### src/rtl/adc_ctrl_pkg.sv
// Constants for the sigma-delta converter control block.
// Assumes a 20 MHz core clock and an APB register bus with 32-bit data.
package adc_ctrl_pkg;

	// ------------------------------------------------------------------
	// Timing
	// ------------------------------------------------------------------
	localparam int CLK_PERIOD_NS     = 50;
	localparam int SAMPLE_PERIOD_NS  = 1000;
	localparam int SAMPLE_CYCLES     = SAMPLE_PERIOD_NS / CLK_PERIOD_NS;
	localparam int BASE_CONV_TIME_US = 32;
	localparam int SAMPLE_RATE_MHZ   = 1;
	localparam int BASE_SAMPLES      = BASE_CONV_TIME_US * SAMPLE_RATE_MHZ;
	localparam int MAX_RATE_CODE     = 7;
	localparam int BASE_BITS         = 5;

	// ------------------------------------------------------------------
	// Register map: printed offsets are indices, byte address is four times
	// ------------------------------------------------------------------
	localparam int          ADDR_W       = 18;
	localparam logic [15:0] IDX_RESULT   = 16'h4900;
	localparam logic [15:0] IDX_CONFIG   = 16'h4902;
	localparam logic [15:0] IDX_IRQ_STAT = 16'h4904;
	localparam logic [15:0] IDX_IRQ_MASK = 16'h4906;

	// ------------------------------------------------------------------
	// Field positions and reset values
	// ------------------------------------------------------------------
	localparam int          CFG_EN_BIT      = 0;
	localparam int          CFG_DITH_BIT    = 1;
	localparam int          CFG_SEL_LSB     = 8;
	localparam int          CFG_RATE_LSB    = 12;
	localparam logic [15:0] CFG_WMASK       = 16'h7F03;
	localparam logic [15:0] CFG_RESET       = 16'h0000;
	localparam logic [15:0] RESULT_RESET    = 16'h0000;
	localparam int          IRQ_DONE_BIT    = 0;
	localparam logic [15:0] IRQ_WMASK       = 16'h0001;
	localparam logic [15:0] IRQ_RESET       = 16'h0000;

endpackage

### src/rtl/adc_ctrl.sv
// Register and sequencing logic for a first-order sigma-delta converter.
// Assumes the analog modulator returns one bit per sample strobe and that
// the bit is asynchronous to the core clock.
//
// Behaviour
// - Modulator is sampled at a fixed 1 MHz regardless of rate.
// - Rate code 0..7 sets conversion time 32 us doubling to 4096 us.
// - Rate code n gives n+5 result bits aligned from bit 15 downward.
// - Input selector field bits 11..8 routes the analog source.
// - Enable bit starts conversions at once; they repeat until cleared.
// - Each completion raises the done flag and updates the result.
// - Done flag interrupts only when its mask bit is set.
// - No busy or valid bit exists; the done flag is the only indicator.
// - Reference output is enabled only while the enable bit is set.
// - Configuration bit 1 set disables dither; cleared leaves it on.
// - Result register is 16-bit read-only; writes have no effect.
// - Done event is a single-cycle pulse setting the flag bit.
`timescale 1ns/1ps
`default_nettype none
module adc_ctrl
	import adc_ctrl_pkg::*;
(
	input  wire logic              CORE_CLK_IN,
	input  wire logic              RST_IN,
	input  wire logic              PSEL_IN,
	input  wire logic              PENABLE_IN,
	input  wire logic              PWRITE_IN,
	input  wire logic [ADDR_W-1:0] PADDR_IN,
	input  wire logic [31:0]       PWDATA_IN,
	output logic [31:0]            PRDATA_OUT,
	output logic                   PREADY_OUT,
	output logic                   PSLVERR_OUT,
	input  wire logic              MOD_BIT_IN,
	output logic                   MOD_SAMPLE_OUT,
	output logic [3:0]             SOURCE_SEL_OUT,
	output logic                   DITHER_DISABLE_OUT,
	output logic                   MOD_ENABLE_OUT,
	output logic                   VREF_OUT_EN_OUT,
	output logic                   CONV_DONE_OUT,
	output logic                   IRQ_OUT
);

	// ------------------------------------------------------------------
	// Helpers
	// ------------------------------------------------------------------
	function automatic logic [12:0] samples_for(input logic [2:0] rate);
		samples_for = 13'(BASE_SAMPLES << rate);
	endfunction

	function automatic logic [3:0] drop_bits(input logic [2:0] rate);
		drop_bits = 4'(16 - BASE_BITS - MAX_RATE_CODE + 7) - {1'b0, rate};
	endfunction

	function automatic logic [15:0] keep_mask(input logic [2:0] rate);
		keep_mask = 16'(16'hFFFF << drop_bits(rate));
	endfunction

	// Full scale (every sample high) would overflow into bit 16; it is
	// clamped to the largest code of the chosen resolution instead.
	function automatic logic [15:0] scale(input logic [12:0] ones,
		input logic [2:0] rate);
		logic [16:0] wide;
		wide = 17'({4'h0, ones}) << drop_bits(rate);
		scale = wide[16] ? keep_mask(rate) : wide[15:0];
	endfunction

	function automatic logic at(input logic [ADDR_W-1:0] a,
		input logic [15:0] idx);
		at = (a == ADDR_W'({idx, 2'b00}));
	endfunction

	// ------------------------------------------------------------------
	// State
	// ------------------------------------------------------------------
	logic [15:0] cfg_q;
	logic [15:0] result_q;
	logic [15:0] stat_q;
	logic [15:0] mask_q;
	logic [15:0] rd_stat_q;
	logic [4:0]  div_q;
	logic        mod_s1_q;
	logic        mod_s2_q;
	logic [12:0] samp_cnt_q;
	logic [12:0] ones_q;
	logic        done_q;
	logic        irq_q;
	logic [31:0] prdata_q;
	logic        pready_q;
	logic        pslverr_q;

	logic        en;
	logic [2:0]  rate;
	logic        access;
	logic        commit;
	logic        mapped;
	logic        fire;

	assign en     = cfg_q[CFG_EN_BIT];
	assign rate   = cfg_q[CFG_RATE_LSB +: 3];
	assign access = PSEL_IN && PENABLE_IN;
	assign commit = access && pready_q;
	assign mapped = at(PADDR_IN, IDX_RESULT) || at(PADDR_IN, IDX_CONFIG)
		|| at(PADDR_IN, IDX_IRQ_STAT) || at(PADDR_IN, IDX_IRQ_MASK);
	// A rate lowered while enabled can leave the count past the new end.
	// Ending at the next strobe keeps it from running on until it wraps.
	assign fire   = en && MOD_SAMPLE_OUT
		&& (samp_cnt_q >= samples_for(rate) - 13'h0001);

	// ------------------------------------------------------------------
	// APB slave: one wait state, answer registered
	// ------------------------------------------------------------------
	always_ff @(posedge CORE_CLK_IN or posedge RST_IN) begin
		if (RST_IN) begin
			pready_q  <= 1'b0;
			pslverr_q <= 1'b0;
			prdata_q  <= 32'h0000_0000;
			rd_stat_q <= IRQ_RESET;
		end else if (access && !pready_q) begin
			pready_q  <= 1'b1;
			pslverr_q <= !mapped;
			rd_stat_q <= IRQ_RESET;
			prdata_q  <= 32'h0000_0000;
			if (!PWRITE_IN) begin
				// Result, configuration, the done flag and the mask are all visible.
				if (at(PADDR_IN, IDX_RESULT))
					prdata_q <= {16'h0000, result_q};
				if (at(PADDR_IN, IDX_CONFIG))
					prdata_q <= {16'h0000, cfg_q};
				if (at(PADDR_IN, IDX_IRQ_STAT)) begin
					prdata_q  <= {16'h0000, stat_q};
					rd_stat_q <= stat_q;
				end
				if (at(PADDR_IN, IDX_IRQ_MASK))
					prdata_q <= {16'h0000, mask_q};
			end
		end else begin
			pready_q  <= 1'b0;
			pslverr_q <= 1'b0;
		end
	end

	// ------------------------------------------------------------------
	// Configuration and mask registers
	// ------------------------------------------------------------------
	always_ff @(posedge CORE_CLK_IN or posedge RST_IN) begin
		if (RST_IN) begin
			cfg_q  <= CFG_RESET;
			mask_q <= IRQ_RESET;
		end else if (commit && PWRITE_IN) begin
			if (at(PADDR_IN, IDX_CONFIG))
				cfg_q <= PWDATA_IN[15:0] & CFG_WMASK;
			if (at(PADDR_IN, IDX_IRQ_MASK))
				mask_q <= PWDATA_IN[15:0] & IRQ_WMASK;
		end
	end

	// ------------------------------------------------------------------
	// Sample strobe and modulator bit synchroniser
	// ------------------------------------------------------------------
	always_ff @(posedge CORE_CLK_IN or posedge RST_IN) begin
		if (RST_IN) begin
			div_q          <= 5'h00;
			MOD_SAMPLE_OUT <= 1'b0;
		end else begin
			div_q <= (div_q == 5'(SAMPLE_CYCLES - 1)) ? 5'h00
				: div_q + 5'h01;
			MOD_SAMPLE_OUT <= (div_q == 5'(SAMPLE_CYCLES - 1));
		end
	end

	always_ff @(posedge CORE_CLK_IN or posedge RST_IN) begin
		if (RST_IN) begin
			mod_s1_q <= 1'b0;
			mod_s2_q <= 1'b0;
		end else begin
			mod_s1_q <= MOD_BIT_IN;
			mod_s2_q <= mod_s1_q;
		end
	end

	// ------------------------------------------------------------------
	// Decimation: count ones over the conversion window
	// ------------------------------------------------------------------
	// The result register is updated only here; bus writes never reach it.
	always_ff @(posedge CORE_CLK_IN or posedge RST_IN) begin
		if (RST_IN) begin
			samp_cnt_q <= 13'h0000;
			ones_q     <= 13'h0000;
			result_q   <= RESULT_RESET;
			done_q     <= 1'b0;
		end else begin
			done_q <= fire;
			if (!en) begin
				samp_cnt_q <= 13'h0000;
				ones_q     <= 13'h0000;
			end else if (fire) begin
				result_q   <= scale(ones_q + {12'h000, mod_s2_q},
					rate);
				samp_cnt_q <= 13'h0000;
				ones_q     <= 13'h0000;
			end else if (MOD_SAMPLE_OUT) begin
				samp_cnt_q <= samp_cnt_q + 13'h0001;
				ones_q     <= ones_q + {12'h000, mod_s2_q};
			end
		end
	end

	// ------------------------------------------------------------------
	// Done flag and interrupt
	// ------------------------------------------------------------------
	// A read clears only the bits it returned, so an event landing during
	// the read survives. Writing a one clears as well. Set beats clear.
	logic [15:0] stat_clr;

	always_comb begin
		stat_clr = IRQ_RESET;
		if (commit && !PWRITE_IN && at(PADDR_IN, IDX_IRQ_STAT))
			stat_clr = rd_stat_q;
		if (commit && PWRITE_IN && at(PADDR_IN, IDX_IRQ_STAT))
			stat_clr = PWDATA_IN[15:0] & IRQ_WMASK;
	end

	always_ff @(posedge CORE_CLK_IN or posedge RST_IN) begin
		if (RST_IN) begin
			stat_q <= IRQ_RESET;
		end else begin
			stat_q <= (stat_q & ~stat_clr)
				| (16'(done_q) << IRQ_DONE_BIT);
		end
	end

	always_ff @(posedge CORE_CLK_IN or posedge RST_IN) begin
		if (RST_IN)
			irq_q <= 1'b0;
		else
			irq_q <= |(stat_q & mask_q);
	end

	// ------------------------------------------------------------------
	// Outputs to the analog side
	// ------------------------------------------------------------------
	always_ff @(posedge CORE_CLK_IN or posedge RST_IN) begin
		if (RST_IN) begin
			SOURCE_SEL_OUT     <= 4'h0;
			DITHER_DISABLE_OUT <= 1'b0;
			MOD_ENABLE_OUT     <= 1'b0;
			VREF_OUT_EN_OUT    <= 1'b0;
		end else begin
			SOURCE_SEL_OUT     <= cfg_q[CFG_SEL_LSB +: 4];
			DITHER_DISABLE_OUT <= cfg_q[CFG_DITH_BIT];
			MOD_ENABLE_OUT     <= en;
			VREF_OUT_EN_OUT    <= en;
		end
	end

	assign PRDATA_OUT    = prdata_q;
	assign PREADY_OUT    = pready_q;
	assign PSLVERR_OUT   = pslverr_q;
	assign CONV_DONE_OUT = done_q;
	assign IRQ_OUT       = irq_q;

	// ------------------------------------------------------------------
	// Conversion spacing monitor
	// ------------------------------------------------------------------
	// Counts core cycles between completions, so the spacing check does not
	// lean on the sample counter it guards. A configuration write skips the
	// check of the next completion, since the span that straddles the write may be short.
	logic        cfg_wr;
	logic        back_q;
	logic [16:0] conv_cyc_q;

	assign cfg_wr = commit && PWRITE_IN && at(PADDR_IN, IDX_CONFIG);

	always_ff @(posedge CORE_CLK_IN or posedge RST_IN) begin
		if (RST_IN) begin
			back_q     <= 1'b0;
			conv_cyc_q <= 17'h00000;
		end else begin
			back_q     <= en && !cfg_wr && (done_q || back_q);
			conv_cyc_q <= (done_q || !en) ? 17'h00001
				: conv_cyc_q + 17'h00001;
		end
	end

	// ------------------------------------------------------------------
	// Assertions
	// ------------------------------------------------------------------
	strobe_period_a: assert property (@(posedge CORE_CLK_IN) disable iff (RST_IN)
		MOD_SAMPLE_OUT |=> !MOD_SAMPLE_OUT ##19 MOD_SAMPLE_OUT)
		else $error("sample strobe not every 20 cycles");
	conv_length_a: assert property (@(posedge CORE_CLK_IN) disable iff (RST_IN)
		CONV_DONE_OUT && back_q |->
		conv_cyc_q == 17'(SAMPLE_CYCLES) * {4'h0, samples_for(rate)})
		else $error("conversion time does not match rate code");
	result_align_a: assert property (@(posedge CORE_CLK_IN) disable iff (RST_IN)
		CONV_DONE_OUT |-> (result_q & ~keep_mask($past(rate))) == 16'h0000)
		else $error("result has bits below resolution");
	source_sel_a: assert property (@(posedge CORE_CLK_IN) disable iff (RST_IN)
		SOURCE_SEL_OUT == $past(cfg_q[CFG_SEL_LSB +: 4]))
		else $error("source select does not follow register");
	idle_quiet_a: assert property (@(posedge CORE_CLK_IN) disable iff (RST_IN)
		(!en)[*2] |-> !CONV_DONE_OUT)
		else $error("conversion completed while disabled");
	done_sets_a: assert property (@(posedge CORE_CLK_IN) disable iff (RST_IN)
		CONV_DONE_OUT |=> stat_q[IRQ_DONE_BIT])
		else $error("done pulse did not set flag");
	irq_gate_a: assert property (@(posedge CORE_CLK_IN) disable iff (RST_IN)
		IRQ_OUT |-> $past(stat_q[IRQ_DONE_BIT] && mask_q[IRQ_DONE_BIT]))
		else $error("interrupt raised without unmasked flag");
	vref_follow_a: assert property (@(posedge CORE_CLK_IN) disable iff (RST_IN)
		$rose(en) |=> VREF_OUT_EN_OUT ##0 MOD_ENABLE_OUT)
		else $error("reference output not enabled with converter");
	dither_ctl_a: assert property (@(posedge CORE_CLK_IN) disable iff (RST_IN)
		$fell(cfg_q[CFG_DITH_BIT]) |=> !DITHER_DISABLE_OUT)
		else $error("dither not restored");
	result_ro_a: assert property (@(posedge CORE_CLK_IN) disable iff (RST_IN)
		!done_q && !fire |=> $stable(result_q))
		else $error("result changed outside completion");
	done_pulse_a: assert property (@(posedge CORE_CLK_IN) disable iff (RST_IN)
		CONV_DONE_OUT |=> !CONV_DONE_OUT [*8])
		else $error("done event longer than one cycle");
	cfg_unused_a: assert property (@(posedge CORE_CLK_IN) disable iff (RST_IN)
		commit && PWRITE_IN && at(PADDR_IN, IDX_CONFIG) |=>
		(cfg_q & ~CFG_WMASK) == 16'h0000)
		else $error("unused configuration bits set");

endmodule // adc_ctrl
`default_nettype wire

### config.mk
export PLATFORM = sky130hd
export DESIGN_NAME = adc_ctrl
export DESIGN_NICKNAME = d
export VERILOG_FILES = /design/src/rtl/adc_ctrl_pkg.sv /design/src/rtl/adc_ctrl.sv
export SDC_FILE = /design/constraint.sdc
export NUM_CORES = 1
export LEC_CHECK = 0
export BUFFER_PORTS_ARGS = -buffer_cell sky130_fd_sc_hd__buf_4
export CAP_MARGIN = 20
export CORE_MARGIN = 2
export CORE_UTILIZATION = 42
export CTS_CLUSTER_DIAMETER = 120
export DETAILED_ROUTE_END_ITERATION = 8
export SLEW_MARGIN = 30
export SYNTH_ARGS = -nofsm -noshare
export SYNTH_HDL_FRONTEND = slang
export SYNTH_SLANG_ARGS = --single-unit
### constraint.sdc
create_clock -name CORE_CLK_IN -period 4.55 [get_ports CORE_CLK_IN]
set_clock_uncertainty 0.1 [all_clocks]
set_input_delay 0.91 -clock CORE_CLK_IN [delete_from_list [all_inputs] [get_ports CORE_CLK_IN]]
set_output_delay 0.91 -clock CORE_CLK_IN [all_outputs]
set_load 0.005 [all_outputs]
======== Word-level counts from Yosys, hierarchy flattened ========
Cells that the tools add are included.
word-level totals
  register bits ........................... 134
  bits of input ports ..................... 56
  output and inout port bits .............. 44
  word-level logic and storage cells ...... 76
cells by class
  $add $sub $neg .......................... 5
  magnitude comparators ................... 1
  eq/ne operators ......................... 6
  shift operators ......................... 3
  mux-type cells .......................... 19
  bitwise logic cells ..................... 4
  reductions and logical operators ........ 19
operator list
  operator               number
  $mux 32                4
  $mux 16                6
  $mux 13                6
  $eq 18x17->1 const B   4
  $shl 13x4->17          1
  $and 16x1->16          1
  $and 16x16->16         1
  $not 16->16            1
  $or 16x1->16           1
  $reduce_or 16->1       1
  $shl 16x4->16 const A  1
  $add 13x1->13          1
  $add 13x1->13 const B  1
  $ge 13x13->1           1
  $shl 6x3->13 const A   1
  $sub 13x1->13 const B  1
  $logic_and 1x1->1      9
  $reduce_and 2->1       3
  $add 5x1->5 const B    1
  $eq 5x5->1 const B     1
  $mux 5                 1
  $sub 4x3->4 const A    1
  $logic_not 1->1        3
  $logic_or 1x1->1       3
  other kinds (2)        3

======== Logic depth before layout (Yosys ltp) ========
Gate-level depths: netlist (run 1).
  depth after elaboration ................. 9
  mapped depth ............................ 14
  depth with buffers taken out ............ 10

======== Least setup slack after synthesis (run 1) ========
No wires, ideal clock.
  kind .................................... register to register
  start ................................... register cfg_q[13]
  end ..................................... register ones_q[5]
  data arrival time ....................... 3.016 ns
  required time ........................... 4.371 ns
  path slack .............................. 1.354 ns
  cell stages (with the launch flop) ...... 14
  path buffers ............................ 4
  period minus slack after synthesis ...... 3.196 ns
  cell sequence ........................... dfrtp_1 -> clkbuf_1 -> clkbuf_1 -> clkbuf_1 -> nor2_1 -> ha_1 -> a21o_1 -> a21oi_1 -> o21ai_0 -> a21o_1 -> a211oi_1 -> buf_2 -> nand3_1 -> mux2i_1
between the ends
  word-level cells in the longest chain between the ends .. 6
RTL lines
  element                 RTL line         source
  from (decl)             adc_ctrl.sv:75   logic [15:0] cfg_q;
  from (signal assigned)  adc_ctrl.sv:151  cfg_q <= PWDATA_IN[15:0] & CFG_WMASK;
  $shl 6x3->13 *          adc_ctrl.sv:47   samples_for = 13'(BASE_SAMPLES << rate);
  $sub 13x1->13 *         adc_ctrl.sv:107  && (samp_cnt_q >= samples_for(rate) - 13'h0001);
  $ge 13x13->1 *          adc_ctrl.sv:107
  $logic_and 1x1->1 *     adc_ctrl.sv:107
  $mux 13                 adc_ctrl.sv:196  end else if (fire) begin
  $mux 13                 adc_ctrl.sv:193  if (!en) begin
  to (signal assigned)    adc_ctrl.sv:203  ones_q <= ones_q + {12'h000, mod_s2_q};
  to (decl)               adc_ctrl.sv:84   logic [12:0] ones_q;
Mark *: on every way between the ends. The rest lies on a longest branch, timed or not.
A chain may end at the register's enable or synchronous reset.

======== Final worst setup path (run 1) ========
  start ................................... register cfg_q[12]
  end ..................................... register ones_q[4]
The elaborated chain is that of the path after synthesis.

==> qor.yml, run 1 <==
pwr:
  p_int_mw: 1.89
  p_leak_nw: 3.41
  vdd_drop_max_uv: 239
  total_power_mw: 2.43
  p_sw_share_pct: 22.3
  p_per_area_nw_per_um2: 336
  pwr-share-clk_pct: 53.7
  power_frac_comb_pct: 3.0
  p_seq_share_pct: 43.3
  p_sw_uw: 542
timing:
  final.min_clock_period_ns: 3.60
  maxSlewViolCount: 0
  slew_headroom_pct: 41.2
  finalSetupTns_ns: 0
  worst_slack_ns: 0.953
  rsz0062_at_grt: "false"
  tightest_slew_ns: 0.877
  setup_viol: 0
  period_share_pct: 79.0
  fmax_ghz: 0.278
  fin_worst_hold_slack_ns: 0.245
  hold_viol: 0
hold_path:
  hold_path_depth: 0
  min_path_type: "reg2reg"
  hold_start: "mod_s1_q"
  hold_path_end: "mod_s2_q"
global_route:
  globalRouteTotalUtil_pct: 19.0
  grt_max_degree: 72
  antenna_found_initial: 0
  grt_first_pass_wirelength_um: 23900
  grt_pass1_vias: 4637
  grt-ovfl-total: 0
place:
  numPortBuffers: 60
  gp_congestion: 0.899
  dp.cells: 805
  place_ws_ns: 1.00
  dp_hpwl_um: 9670
yosys:
  syn_avg_cell_area_um2: 10.4
  yosys_warnings: 0
  async_flop_share_pct: 100
  synth_top_flop_cell: "dfrtp_1"
  syn_inst: 591
  synth_area_um2: 6120
  ys_ff_latch: 118
  yosysUniqueCellTypes: 67
  yosysSeqAreaShare_pct: 48.3
  synth_edf_count: 0
critical_path:
  rr_endpoint: "ones_q[4]"
  r2r_start: "cfg_q[12]"
  endpoint_kind: "flop"
  worstPathArrival_ns: 3.82
  crit_path_start: "cfg_q[12]"
  path_max_fanout: 21
  crit_chain: "o21ai_0, ha_1, a211oi_1, o31a_1, o21ai_0, a21o_1, a211oi_1, buf_4, a21oi_1, o21ai_0"
  start_kind: "flop"
  required_ns: 4.78
  max_stage_delay_ns: 0.84
  regToRegSetupSlack_ns: 0.95
  cp_num_buf_inv: 1
  path_delay_family: "compound AO/OA/AOI/OAI gates"
  r2r.worst_path.cells: 10
  cpMostUsedCell: "o21ai_0"
  path_class: "reg2reg"
  cp_slowest_cell: "dfrtp_1"
finish:
  seq_area_um2: 2950
  final_common_cell: "dfrtp_1"
  instances_no_fill: 837
  multi_input_area_um2: 2870
  fillers: 1283
  area_delta_synth_final_pct: 18.0
  final_cell_mix: "dfrtp_1 (118), buf_4 (68), o21ai_0 (55)"
  fin_nets: 708
  drive_above_1_share_pct: 20.1
  diodes: 0
clock_tree:
  cts-resized-gates: 0
  cts_tree: "yes"
  root_buffer: "clkbuf_16"
  cts_setup_buffers: 0
  cts_buffer_depth: 2
  numCtsBuffers: 17
  cts_hold_buffers: 0
  clock-sinks: 118
  clk_latency_ns: 0.41
  path_clk_slew_ns: 0.06
  cts_max_level: 4
die:
  die_x_um: 125
  rows: 44
  start_util_pct: 42.6
  dieArea_um2: 15600
  io_pins: 100
  die_height_um: 125
  coreArea_um2: 14400
routing:
  drt_wl_total_um: 14100
  ant_nets: 0
  drc: 0
  avgRoutedWirePerCell_um: 16.9
  viasPerCell: 5.52
  drtIter0Drc: 274
  dr.pass1.iters: 4
  vias: 4623
flow_run:
  maxCapViolations: 0
outcome:
  run_status: "complete, no violations"
## final cells by class
type | instances | share of cell area [%]
clock buffer | 18 | 5.94
clock inverter | 14 | 2.11
inverter | 19 | 1.06
multi-input combinational | 416 | 39.8
sequential | 118 | 40.9
tap | 184 | 3.19
timing repair buffer | 68 | 7.07
## metrics by stage
stage / area [µm²] / util [%]
floorplan: 6180 / -
global placement: 6630 / 46.1
detailed placement: 6630 / 46.2
CTS: 7210 / 50.2
global route: 7220 / 50.3
finish: 7220 / 50.3
## worst register-to-register path: cells and delay by family, from the launching register on
| kind | cells | cell delay, ns |
|---|---|---|
| compound gates | 8 | 1.96 |
| fa+ha+maj | 1 | 0.28 |
| flops | 1 | 0.84 |
| buf+inv | 1 | 0.32 |
## routing by layer
| layer | share of wire, % | up-vias | GRT usage [%] |
|---|---|---|---|
| met2 | 47 | 108 | 29.0 |
| met1 | 47 | 2286 | 26.1 |
| met4 | 1.7 | 0 | 6.87 |
| li1 | - | 2212 | - |
| met3 | 4.2 | 17 | 5.20 |
| met5 | 0 | - | 0 |
## cell families (layout without fill, tap and decap cells)
logic type	after synthesis	in the layout	share of synthesized area, %
XOR/XNOR	17	17	2.43
buffers and inverters	72	119	6.05
other	2	17	0.123
adder cells (fa/ha/maj)	12	12	2.45
AND/OR/NAND/NOR	166	166	14.5
AO/OA/AOI/OAI	170	170	20.0
flip-flops	118	118	48.3
multiplexers	34	34	6.24
## cell usage after synthesis (3+ instances only)
master | instances | share of area [%]
nor3_1 | 9 | 0.74
mux2i_1 | 22 | 3.6
nor3b_1 | 4 | 0.49
a31oi_2 | 6 | 1.2
nor4_1 | 4 | 0.41
a22o_1 | 32 | 4.6
mux2_2 | 9 | 1.7
clkbuf_1 | 25 | 1.5
o21ai_0 | 55 | 4.5
and4_1 | 3 | 0.43
nor2_1 | 27 | 1.7
ha_1 | 12 | 2.5
buf_4 | 22 | 2.7
a21o_1 | 10 | 1.2
nand2_1 | 50 | 3.1
a21boi_0 | 15 | 1.8
nor2b_1 | 8 | 0.82
nand4_1 | 6 | 0.61
o22ai_1 | 4 | 0.41
a211oi_1 | 4 | 0.49
nand3_1 | 20 | 1.6
and2_1 | 7 | 0.72
a21oi_1 | 14 | 1.1
xor2_1 | 6 | 0.86
dfrtp_1 | 118 | 48
xnor2_1 | 11 | 1.6
o31ai_1 | 3 | 0.37
nand2b_1 | 5 | 0.51
inv_1 | 18 | 1.1
o211ai_1 | 3 | 0.37
and3_1 | 7 | 0.72
## worst max-delay path by stage
stage | slack [ns] | depth (start not counted) | end
global placement | 1.01 | 10 | ones_q[10]
detailed placement | 1.00 | 10 | ones_q[4]
finish | 0.95 | 10 | ones_q[4]
CTS | 0.95 | 10 | ones_q[4]
floorplan | 0.41 | 1 | CONV_DONE_OUT
global route | 0.65 | 10 | ones_q[10]
## power by group through the flow
stage / registers (mW) / clock network [mW] / logic, mW
6_report: 1.05 / 1.30 / 0.0731
5_1_grt: 1.05 / 1.39 / 0.0821
4_1_cts: 1.05 / 1.33 / 0.0745
3_5_place_dp: 1.07 / 0 / 0.0745
3_3_place_gp: 1.07 / 0 / 0.0732
2_1_floorplan: 1.07 / 0 / 0.0467
## flip-flops by register name, summed over array words and instances (netlist names), 4 cells and up
signal / count
rd_stat_q: 16
div_q: 5
samp_cnt_q: 13
cfg_q: 9
SOURCE_SEL_OUT: 4
ones_q: 13
PRDATA_OUT: 16
stat_q: 16
result_q: 16
Note: power is estimated with default switching activity, not from simulation.
==> run 2, diff against run 1 <==
==> constraint.sdc (replaced) <==
create_clock -name CORE_CLK_IN -period 3.05 [get_ports CORE_CLK_IN]
set_clock_uncertainty 0.1 [all_clocks]
set_input_delay 0.61 -clock CORE_CLK_IN [delete_from_list [all_inputs] [get_ports CORE_CLK_IN]]
set_output_delay 0.61 -clock CORE_CLK_IN [all_outputs]
set_load 0.005 [all_outputs]
==> qor.yml, run 2 (same netlist as run 1, synthesis figures left out) <==
place:
  dp_hpwl_um: 9940
  numPortBuffers: 60
  dp.cells: 822
  gp_congestion: 0.847
critical_path:
  r2r.worst_path.cells: 9
  path_class: "reg2reg"
  start_kind: "flop"
  worstPathArrival_ns: 3.11
  cp_num_buf_inv: 0
  cp_slowest_cell: "or4_1"
  endpoint_kind: "flop"
  required_ns: 3.29
  crit_chain: "ha_1, ha_1, nand3_4, or4_1, xnor2_1, mux2i_1, a21oi_1, or3_4, a31oi_2"
  cp.depth: 9
  max_stage_delay_ns: 0.54
  path_max_fanout: 8
  cpMostUsedCell: "ha_1"
  path_delay_family: "simple AND/OR/NAND/NOR gates"
clock_tree:
  clock-sinks: 118
  path_clk_slew_ns: 0.06
  root_buffer: "clkbuf_16"
  cts_max_level: 4
  clk_latency_ns: 0.42
  numCtsBuffers: 17
  cts_setup_buffers: 0
  cts_buffer_depth: 2
  cts_tree: "yes"
finish:
  final_cell_mix: "dfrtp_1 (117), buf_4 (82), o21ai_0 (55)"
  area_delta_synth_final_pct: 21.6
  instances_no_fill: 855
  diodes: 0
  final_util_pct: 51.8
  final_common_cell: "dfrtp_1"
  fillers: 1266
  fin_nets: 726
  drive_above_1_share_pct: 22.5
timing:
  maxSlewViolCount: 0
  fmax_ghz: 0.349
  period_share_pct: 94.0
  hold_viol: 0
  setup_viol: 0
  final.min_clock_period_ns: 2.87
  slew_headroom_pct: 52.8
  fin_worst_hold_slack_ns: 0.0819
  tightest_slew_ns: 0.708
routing:
  drtIter0Drc: 417
  vias: 4686
  ant_nets: 0
  avgRoutedWirePerCell_um: 16.9
  drt_wl_total_um: 14500
  viasPerCell: 5.48
  dr.pass1.iters: 5
  drc: 0
die:
  coreArea_um2: 14400
  dieArea_um2: 15600
  io_pins: 100
  start_util_pct: 42.6
  rows: 44
  die_x_um: 125
  die_height_um: 125
global_route:
  globalRouteTotalUtil_pct: 19.2
  grt_max_degree: 40
  grt_first_pass_wirelength_um: 23800
  grt-ovfl-total: 0
  grt_pass1_vias: 4631
  antenna_found_initial: 0
pwr:
  total_power_mw: 3.78
  p_per_area_nw_per_um2: 508
  vdd_drop_max_uv: 339
  p_leak_nw: 3.54
flow_run:
  maxCapViolations: 0
outcome:
  run_status: "complete, no violations"
hold_path:
  min_path_type: "in2async"
## run 2: area by class of cell
| type | instances | area [µm²] | share of cell area [%] |
|---|---|---|---|
| Clock buffer | 17 | 425 | 5.72 |
| Clock inverter | 15 | 193 | 2.59 |
| Tap cell | 184 | 230 | 3.09 |
| Timing Repair Buffer | 86 | 696 | 9.35 |
| Sequential cell | 118 | 2950 | 39.7 |
| Inverter | 19 | 75.1 | 1.01 |
| Multi-Input combinational cell | 416 | 2870 | 38.5 |
## run 2: layer usage
layer	share of wire [%]	global-route usage [%]	vias up
met3	4.9	5.41	13
li1	-	-	2250
met1	46	25.8	2314
met4	1.0	6.01	0
met2	48	30.2	109
met5	0	0	-
## run 2: final timing paths
path / from / endpoint / slack [ns]
max reg2reg: ones_q[0] / result_q[11] / 0.18
max: ones_q[0] / result_q[11] / 0.18
min in group CORE_CLK_IN: MOD_BIT_IN / mod_s1_q / 0.20
min: RST_IN / VREF_OUT_EN_OUT / 0.08
min reg2reg: mod_s1_q / mod_s2_q / 0.25
max in group asynchronous: RST_IN / result_q[7] / 2.08
## run 2: where the power goes
group	internal, mW	switching (mW)	total, mW
combinational	0.0486	0.0712	0.120
clock	1.31	0.784	2.09
sequential	1.57	0.00111	1.57
## run 2: per-stage QoR
step	setup TNS (ns)	worst slack [ns]	area (µm²)
2_1_floorplan	0	0.0305	6180
3_3_place_gp	0	0.0969	6800
3_5_place_dp	0	0.0540	6800
4_1_cts	0	0.0246	7410
5_1_grt	-0.0229	-0.0149	7440
6_report	0	0.184	7440
## run 2: timing repair
action / CTS / global route
gates resized for setup: 0 / 3
hold buffers: 0 / 0
endpoints found under the setup margin: 0 / 12
